<file path="src/logic/timer_pkg.sv">
// constants, field layout and types shared by the timer block
package timer_pkg;
   // register byte offsets
   localparam logic [7:0] OFF_CTRL = 8'h00;
   localparam logic [7:0] OFF_COUNT = 8'h04;
   localparam logic [7:0] OFF_RELOAD = 8'h08;
   localparam logic [7:0] OFF_STATUS = 8'h0c;
   localparam logic [7:0] OFF_MASK = 8'h10;
   // control and status field positions
   localparam int CTRL_EN_BIT = 0;
   localparam int CTRL_MODE_LSB = 1;
   localparam int CTRL_PRE_LSB = 3;
   localparam int CTRL_POL_BIT = 6;
   localparam int CTRL_OUTEN_BIT = 7;
   localparam int STATUS_RELOAD_BIT = 0;
   // widths
   localparam int COUNT_W = 16;
   localparam int PRE_W = 7;
   localparam int EVT_W = 1;
   // reset and restart values
   localparam logic [7:0] CTRL_RESET = 8'h00;
   localparam logic [15:0] COUNT_RESET = 16'h0000;
   localparam logic [15:0] RELOAD_RESET = 16'h0000;
   localparam logic [15:0] COUNT_RESTART = 16'h0001;
   localparam logic [0:0] STATUS_RESET = 1'h0;
   localparam logic [0:0] MASK_RESET = 1'h0;
   localparam logic [PRE_W-1:0] PRE_RESET = 7'h00;

   typedef enum logic [1:0] {
      MODE_ONESHOT = 2'h0,
      MODE_CONTINUOUS = 2'h1,
      MODE_COUNTER = 2'h2,
      MODE_COMPARATOR = 2'h3
   } mode_t;

   // control register layout, msb first
   typedef struct packed {
      logic outEn;
      logic outputPolarityBit;
      logic [2:0] prescale;
      mode_t mode;
      logic en;
   } ctrl_t;
endpackage : timer_pkg
</file>
<file path="src/logic/edge_sync.sv">
// two-flop synchroniser with a selectable edge detector
`timescale 1ns/10ps
`default_nettype none
module edge_sync (
   input wire logic core_clk,
   input wire logic resetn,
   input wire logic din,
   input wire logic fallSel,
   output logic edgePulse
);
   logic stage1_reg;
   logic stage2_reg;
   logic stage3_reg;

   always_ff @(posedge core_clk or negedge resetn) begin
      if (!resetn) begin
         stage1_reg <= 1'b0;
         stage2_reg <= 1'b0;
         stage3_reg <= 1'b0;
      end else begin
         stage1_reg <= din;
         stage2_reg <= stage1_reg;
         stage3_reg <= stage2_reg;
      end
   end

   // only the settled stages feed the detector
   assign edgePulse = fallSel ? (stage3_reg & ~stage2_reg) : (~stage3_reg & stage2_reg);
endmodule : edge_sync
`default_nettype wire

</file>
<file path="src/logic/timer_counting_modes.sv">
// 16-bit timer with one-shot, continuous, counter and comparator modes, APB slave
// Notes on behaviour
// - one-shot counts prescaled clock, never pins
// - one-shot ends after (reload-start)*2^prescale clocks
// - continuous counts up until count equals reload
// - continuous counts the prescaled system clock
// - continuous reload: interrupt, count 0001, keep going
// - output pin toggles on reload when enabled
// - counter mode edge chosen by polarity bit
// - after reload counter restarts from 0001
// - one increment per qualifying input edge
// - comparator mode counts comparator output transitions
// - polarity bit picks comparator edge
// - comparator mode bypasses the prescaler
//
// Design decisions made here: the placing of the registers and register access over APB.
`timescale 1ns/10ps
`default_nettype none
module timer_counting_modes
   import timer_pkg::*;
(
   input wire logic core_clk,
   input wire logic resetn,
   input wire logic psel,
   input wire logic penable,
   input wire logic pwrite,
   input wire logic [7:0] paddr,
   input wire logic [31:0] pwdata,
   output logic [31:0] prdata,
   output logic pready,
   output logic pslverr,
   input wire logic timerIn,
   input wire logic compOut,
   output logic timerOut,
   output logic irq
);
   ctrl_t ctrl_reg;
   logic [COUNT_W-1:0] count_reg;
   logic [COUNT_W-1:0] reload_reg;
   logic [EVT_W-1:0] status_reg;
   logic [EVT_W-1:0] status_next;
   logic [EVT_W-1:0] mask_reg;
   logic [PRE_W-1:0] preCnt_reg;
   logic [PRE_W-1:0] preLimit;
   logic level_reg;
   logic level_next;
   logic [31:0] prdata_reg;
   logic pready_reg;
   logic pslverr_reg;
   logic timerOut_reg;
   logic irq_reg;

   logic setupPhase;
   logic accessDone;
   logic wrCtrl;
   logic wrCount;
   logic wrReload;
   logic wrStatus;
   logic wrMask;
   logic mapped;
   logic [31:0] readMux;
   logic preTick;
   logic inEdge;
   logic compEdge;
   logic countTick;
   logic reloadHit;

   // apb decode
   assign setupPhase = psel & ~penable;
   assign accessDone = psel & penable & pready_reg;
   assign wrCtrl = accessDone & pwrite & (paddr == OFF_CTRL);
   assign wrCount = accessDone & pwrite & (paddr == OFF_COUNT);
   assign wrReload = accessDone & pwrite & (paddr == OFF_RELOAD);
   assign wrStatus = accessDone & pwrite & (paddr == OFF_STATUS);
   assign wrMask = accessDone & pwrite & (paddr == OFF_MASK);

   always_comb begin
      mapped = 1'b1;
      readMux = 32'h0000_0000;
      unique case (paddr)
         OFF_CTRL: readMux = {24'h00_0000, ctrl_reg};
         OFF_COUNT: readMux = {16'h0000, count_reg};
         OFF_RELOAD: readMux = {16'h0000, reload_reg};
         OFF_STATUS: readMux = {31'h0000_0000, status_reg};
         OFF_MASK: readMux = {31'h0000_0000, mask_reg};
         default: mapped = 1'b0;
      endcase
   end

   // one access cycle: ready is raised from the setup cycle
   always_ff @(posedge core_clk or negedge resetn) begin
      if (!resetn) begin
         pready_reg <= 1'b0;
         pslverr_reg <= 1'b0;
         prdata_reg <= 32'h0000_0000;
      end else begin
         pready_reg <= setupPhase;
         pslverr_reg <= setupPhase & ~mapped;
         if (setupPhase && !pwrite) begin
            prdata_reg <= readMux;
         end else if (accessDone) begin
            prdata_reg <= 32'h0000_0000;
         end
      end
   end

   // synchronised pin and comparator edges
   // edge selected by polarity
   edge_sync u_inSync (
      .core_clk(core_clk),
      .resetn(resetn),
      .din(timerIn),
      .fallSel(ctrl_reg.outputPolarityBit),
      .edgePulse(inEdge)
   );

   edge_sync u_compSync (
      .core_clk(core_clk),
      .resetn(resetn),
      .din(compOut),
      .fallSel(ctrl_reg.outputPolarityBit),
      .edgePulse(compEdge)
   );

   // period scales with prescale
   // prescaler divides by 2 to the power of the prescale field
   assign preLimit = PRE_W'((8'h01 << ctrl_reg.prescale) - 8'h01);
   assign preTick = (preCnt_reg == preLimit);

   always_ff @(posedge core_clk or negedge resetn) begin
      if (!resetn) begin
         preCnt_reg <= PRE_RESET;
      end else if (!ctrl_reg.en || preTick) begin
         preCnt_reg <= PRE_RESET;
      end else begin
         preCnt_reg <= preCnt_reg + 7'h01;
      end
   end

   // count source per mode
   always_comb begin
      countTick = 1'b0;
      unique case (ctrl_reg.mode)
         MODE_ONESHOT, MODE_CONTINUOUS: countTick = ctrl_reg.en & preTick;
         MODE_COUNTER: countTick = ctrl_reg.en & inEdge;
         MODE_COMPARATOR: countTick = ctrl_reg.en & compEdge;
      endcase
   end

   assign reloadHit = ctrl_reg.en & (count_reg == reload_reg);

   always_ff @(posedge core_clk or negedge resetn) begin
      if (!resetn) begin
         count_reg <= COUNT_RESET;
      end else if (reloadHit) begin
         count_reg <= COUNT_RESTART;
      end else if (wrCount) begin
         count_reg <= pwdata[15:0];
      end else if (countTick) begin
         count_reg <= count_reg + 16'h0001;
      end
   end

   always_ff @(posedge core_clk or negedge resetn) begin
      if (!resetn) begin
         reload_reg <= RELOAD_RESET;
      end else if (wrReload) begin
         reload_reg <= pwdata[15:0];
      end
   end

   always_ff @(posedge core_clk or negedge resetn) begin
      if (!resetn) begin
         ctrl_reg <= CTRL_RESET;
      end else if (wrCtrl) begin
         ctrl_reg <= ctrl_t'(pwdata[7:0]);
      end else if (reloadHit && ctrl_reg.mode == MODE_ONESHOT) begin
         ctrl_reg.en <= 1'b0;
      end
   end

   // sticky status, set wins over write-one-to-clear
   always_comb begin
      status_next = status_reg;
      if (wrStatus) begin
         status_next = status_reg & ~pwdata[EVT_W-1:0];
      end
      status_next[STATUS_RELOAD_BIT] = status_next[STATUS_RELOAD_BIT] | reloadHit;
   end

   always_ff @(posedge core_clk or negedge resetn) begin
      if (!resetn) begin
         status_reg <= STATUS_RESET;
      end else begin
         status_reg <= status_next;
      end
   end

   always_ff @(posedge core_clk or negedge resetn) begin
      if (!resetn) begin
         mask_reg <= MASK_RESET;
      end else if (wrMask) begin
         mask_reg <= pwdata[EVT_W-1:0];
      end
   end

   always_ff @(posedge core_clk or negedge resetn) begin
      if (!resetn) begin
         irq_reg <= 1'b0;
      end else begin
         irq_reg <= |(status_reg & mask_reg);
      end
   end

   // idle level follows polarity, reload toggles
   always_comb begin
      level_next = level_reg;
      if (!ctrl_reg.en) begin
         level_next = ctrl_reg.outputPolarityBit;
      end else if (reloadHit) begin
         level_next = ~level_reg;
      end
   end

   always_ff @(posedge core_clk or negedge resetn) begin
      if (!resetn) begin
         level_reg <= 1'b0;
         timerOut_reg <= 1'b0;
      end else begin
         level_reg <= level_next;
         timerOut_reg <= ctrl_reg.outEn & level_next;
      end
   end

   assign prdata = prdata_reg;
   assign pready = pready_reg;
   assign pslverr = pslverr_reg;
   assign timerOut = timerOut_reg;
   assign irq = irq_reg;

   // checking helpers: cycles since enable and start value
   logic enPrev_reg;
   logic runDirty_reg;
   logic [23:0] runCycles_reg;
   logic [COUNT_W-1:0] startVal_reg;
   logic [23:0] expectCycles;

   always_ff @(posedge core_clk or negedge resetn) begin
      if (!resetn) begin
         enPrev_reg <= 1'b0;
         runDirty_reg <= 1'b0;
         runCycles_reg <= 24'h00_0000;
         startVal_reg <= COUNT_RESET;
      end else begin
         enPrev_reg <= ctrl_reg.en;
         if (ctrl_reg.en && !enPrev_reg) begin
            runCycles_reg <= 24'h00_0001;
            startVal_reg <= count_reg;
            runDirty_reg <= wrCount | wrCtrl;
         end else begin
            runCycles_reg <= runCycles_reg + 24'h00_0001;
            runDirty_reg <= runDirty_reg | wrCount | wrCtrl;
         end
      end
   end

   assign expectCycles = 24'((reload_reg - startVal_reg) * (17'h0_0001 << ctrl_reg.prescale));
endmodule : timer_counting_modes
`default_nettype wire

</file>
<file path="config.mk">
export PLATFORM = sky130hd
export DESIGN_NAME = timer_counting_modes
export DESIGN_NICKNAME = d
export VERILOG_FILES = /design/src/logic/timer_pkg.sv /design/src/logic/edge_sync.sv /design/src/logic/timer_counting_modes.sv
export SDC_FILE = /design/constraint.sdc
export NUM_CORES = 1
export LEC_CHECK = 0
export BUFFER_PORTS_ARGS = -buffer_cell sky130_fd_sc_hd__buf_2
export CAP_MARGIN = 20
export CORE_MARGIN = 2
export CORE_UTILIZATION = 58
export DETAILED_ROUTE_END_ITERATION = 16
export HOLD_SLACK_MARGIN = 0.12
export PLACE_DENSITY = 0.84
export SLEW_MARGIN = 20
export SYNTH_ARGS = -nofsm -noshare
export SYNTH_HDL_FRONTEND = slang
export SYNTH_SLANG_ARGS = --single-unit
</file>
<file path="constraint.sdc">
create_clock -name core_clk -period 3.9 [get_ports core_clk]
set_input_delay 0.585 -clock core_clk [delete_from_list [all_inputs] [get_ports core_clk]]
set_output_delay 0.585 -clock core_clk [all_outputs]
set_load 0.01 [all_outputs]
</file>
==> results.yml <==
run_status:
  outcome: "completed"
worst_setup_path:
  start_kind: "register"
  path_cells: "nor2_2 > a2111oi_4 > o32a_1 > o211ai_2 > a21oi_4 > nand3_1 > a21oi_1 > nor3_1"
  critPathMaxStageDelay_ns: 0.55
  cp_num_buf_inv: 0
  critPathSlowestCell: "dfrtp_1"
  path_max_fanout: 21
  path_delay_family: "compound AO/OA/AOI/OAI gates"
  crit_type: "register to register"
  endpoint_kind: "register"
  crit_required_ns: 4.09
  crit_arrival_ns: 2.70
detailed_routing:
  dr.pass1.iters: 6
  first_iter_violations: 313
  post_drt_wl_per_cell_microns: 16.6
  drc: 0
  drt-vias-per-instance: 5.91
  ant_nets: 0
  drt_wl_total_mm: 8.57
  via_count: 3054
floorplanning:
  rows: 30
  ios: 83
  core_sq_um: 6680
  dieArea_sq_um: 7480
  chipWidth_microns: 86.5
  dieHeight_microns: 86.5
  start_util_pct: 59.0
grt:
  grt_pass1_wl_mm: 14.0
  grt_pass1_vias: 2897
  grt_max_degree: 77
  antenna_found_initial: 0
  overflow: 0
  grtUsageTotal_pct: 24.3
sta:
  finalHoldViolCount: 0
  fmax_mhz: 399
  timing.slew.headroom_pct: 37.1
  min_period_ns: 2.51
  clock_skew_ns: 0.00958
  slew_viol_final: 0
  setup_ws_ns: 1.39
  tightest_slew_ns: 0.944
  finalCritPeriodShare_pct: 64.3
  setup_viol: 0
  timing.setup.tns_ns: 0
  rsz0062_at_grt: "false"
pwr:
  power_mw: 1.49
  p_leak_nw: 2.15
  peakVddDrop_v: 0.000178
  p_per_area_nw_per_um2: 343
place:
  placed_cells: 501
  place_ws_ns: 1.19
  numPortBuffers: 50
  placed_area_sq_um: 4150
  hpwlAfterDp_mm: 6.08
  gp_congestion: 0.930
final_layout:
  fillCellCount: 546
  drive_above_1_share_pct: 23.8
  syn_to_final_growth_pct: 10.4
  stdcell_count: 517
  final_area_sq_um: 4360
  antenna_cells: 0
  nets: 481
clock_network:
  cts_hold_buffers: 0
  root_buffer: "clkbuf_8"
  postCtsSetupRepairBufs: 0
  cts_buffers: 9
  htreeDepth: 3
  numClockSinks: 76
  clk_latency_ns: 0.35
  clockBufferDepth: 2
  cts_tree: "yes"
  ctsResizeCount: 0
  cts.clk_slew.worst_paths_ns: 0.08
synthesis:
  synth-seq-cells: 76
  seq_area_frac_synth_pct: 48.2
  synth_cell_types: 51
  avgSynthCellArea_sq_um: 10.2
  synth_top_flop_cell: "dfrtp_1"
  yosysTopAreaCellShare_pct: 48.2
  syn_area_sq_um: 3940
  async_reset_ff_share_pct: 100
  synth_edf_count: 0
  syn_inst: 387
  netlist_top_cells_area: "dfrtp_1 (48%), mux2_2 (6.6%), xor2_1 (4.7%), nand2_1 (4.1%), buf_4 (3.6%)"
  synth_top_cell_by_area: "dfrtp_1"
  synth_warnings: 0
min_path:
  hp-class: "input pin to register"
run:
  drv_cap: 0
[layer usage]
| metal | vias up | part of all wire, % | track usage (%) |
|---|---|---|---|
| met5 | - | 0 | 0 |
| met4 | 0 | 1.8 | 9.80 |
| met3 | 17 | 6.5 | 5.71 |
| met2 | 125 | 47 | 36.9 |
| met1 | 1485 | 45 | 34.0 |
| li1 | 1427 | - | - |
[Yosys cell counts (4+ instances only)]
library cell  number
dfrtp_1           76
a21o_1             7
a222oi_1           7
nand2_1           43
inv_1              6
nand3_1           17
xor2_1            21
a22oi_1            8
and2_1             5
mux2_2            23
buf_2              5
nand4_1            4
o21ai_0           24
and3_1            10
clkbuf_1           7
nor3_1            10
xnor2_1            9
buf_4             19
nor2_1            26
a21oi_1           13
o21ai_1            6
[cells by family (layout without fill, tap and decap cells)]
| group | after synthesis | in the layout | share of synthesized area [%] |
|---|---|---|---|
| compound gates | 79 | 79 | 14.1 |
| fa+ha+maj | 2 | 2 | 0.634 |
| other cells | 1 | 16 | 0.0951 |
| buf+inv | 40 | 75 | 6.19 |
| xor+xnor | 30 | 30 | 6.66 |
| flops | 76 | 76 | 48.2 |
| mux | 26 | 26 | 7.33 |
| simple gates | 133 | 133 | 16.8 |
[placed cells by master (no fill, tap or decap), types with 2 or more instances in the layout]
cell and count:
nor2_2 2, mux2i_1 3, clkinv_2 2, and3_1 10
nor4_1 3, clkbuf_8 10, a21oi_1 13, xnor2_1 9
buf_2 49, a22oi_1 8, and2_1 5, xor2_1 21
clkinvlp_4 2, a211oi_2 2, conb_1 16, ha_1 2
o21ai_1 6, buf_4 4, o21ai_0 24, nor2_1 26
nor2b_1 3, dfrtp_1 76, or3_1 2, mux2_2 23
a222oi_1 7, a21o_1 7, nand2_1 43, nand4_1 4
nand3_1 17, inv_1 6, nor3_1 10
[worst reg2reg max path: cells and delay by family, from the launching register on]
family | cells | cell delay, ns
AO/OA/AOI/OAI | 5 | 1.49
flip-flops | 1 | 0.55
AND/OR/NAND/NOR | 3 | 0.32
[worst paths after layout]
check / slack, ns / end / depth (start not counted) / from
min in group asynchronous: 0.35 / prdata[10]$_DFFE_PN0P_ / 1 / resetn
max in group asynchronous: 2.90 / preCnt_reg[5]$_DFF_PN0_ / 1 / resetn
worst min register to register: 0.35 / u_inSync.stage2_reg$_DFF_PN0_ / 0 / u_inSync.stage1_reg$_DFF_PN0_
worst max register to register: 1.39 / count_reg[2]$_DFFE_PN0P_ / 8 / ctrl_reg[4]$_DFFE_PN0P_
worst max-delay path: 1.39 / count_reg[2]$_DFFE_PN0P_ / 8 / ctrl_reg[4]$_DFFE_PN0P_
worst min-delay path: 0.34 / u_compSync.stage1_reg$_DFF_PN0_ / 1 / compOut
[cell type report]
class / count / area, sq um / share of cell area [%]
Clock buffer: 10 / 138 / 3.16
Inverter: 6 / 22.5 / 0.517
Sequential cell: 76 / 1900 / 43.7
Tap cell: 80 / 100 / 2.30
Timing Repair Buffer: 53 / 275 / 6.32
Multi-Input combinational cell: 286 / 1850 / 42.6
Clock inverter: 6 / 63.8 / 1.47
[power by group]
part	switching [mW]	total (mW)	internal (mW)
sequential	0.0119	0.809	0.797
combinational	0.0506	0.0790	0.0284
clock	0.293	0.604	0.312
total	0.355	1.49	1.14
[metrics by stage]
| stage | hold slack [ns] | utilization, % |
|---|---|---|
| after floorplan | 0.289 | - |
| after global placement | 0.334 | 62.2 |
| after detailed placement | 0.339 | 62.2 |
| after CTS | 0.324 | 65.2 |
| after global routing | 0.316 | 65.2 |
| final | 0.340 | 65.2 |
Note: power is estimated with default switching activity, not from simulation.
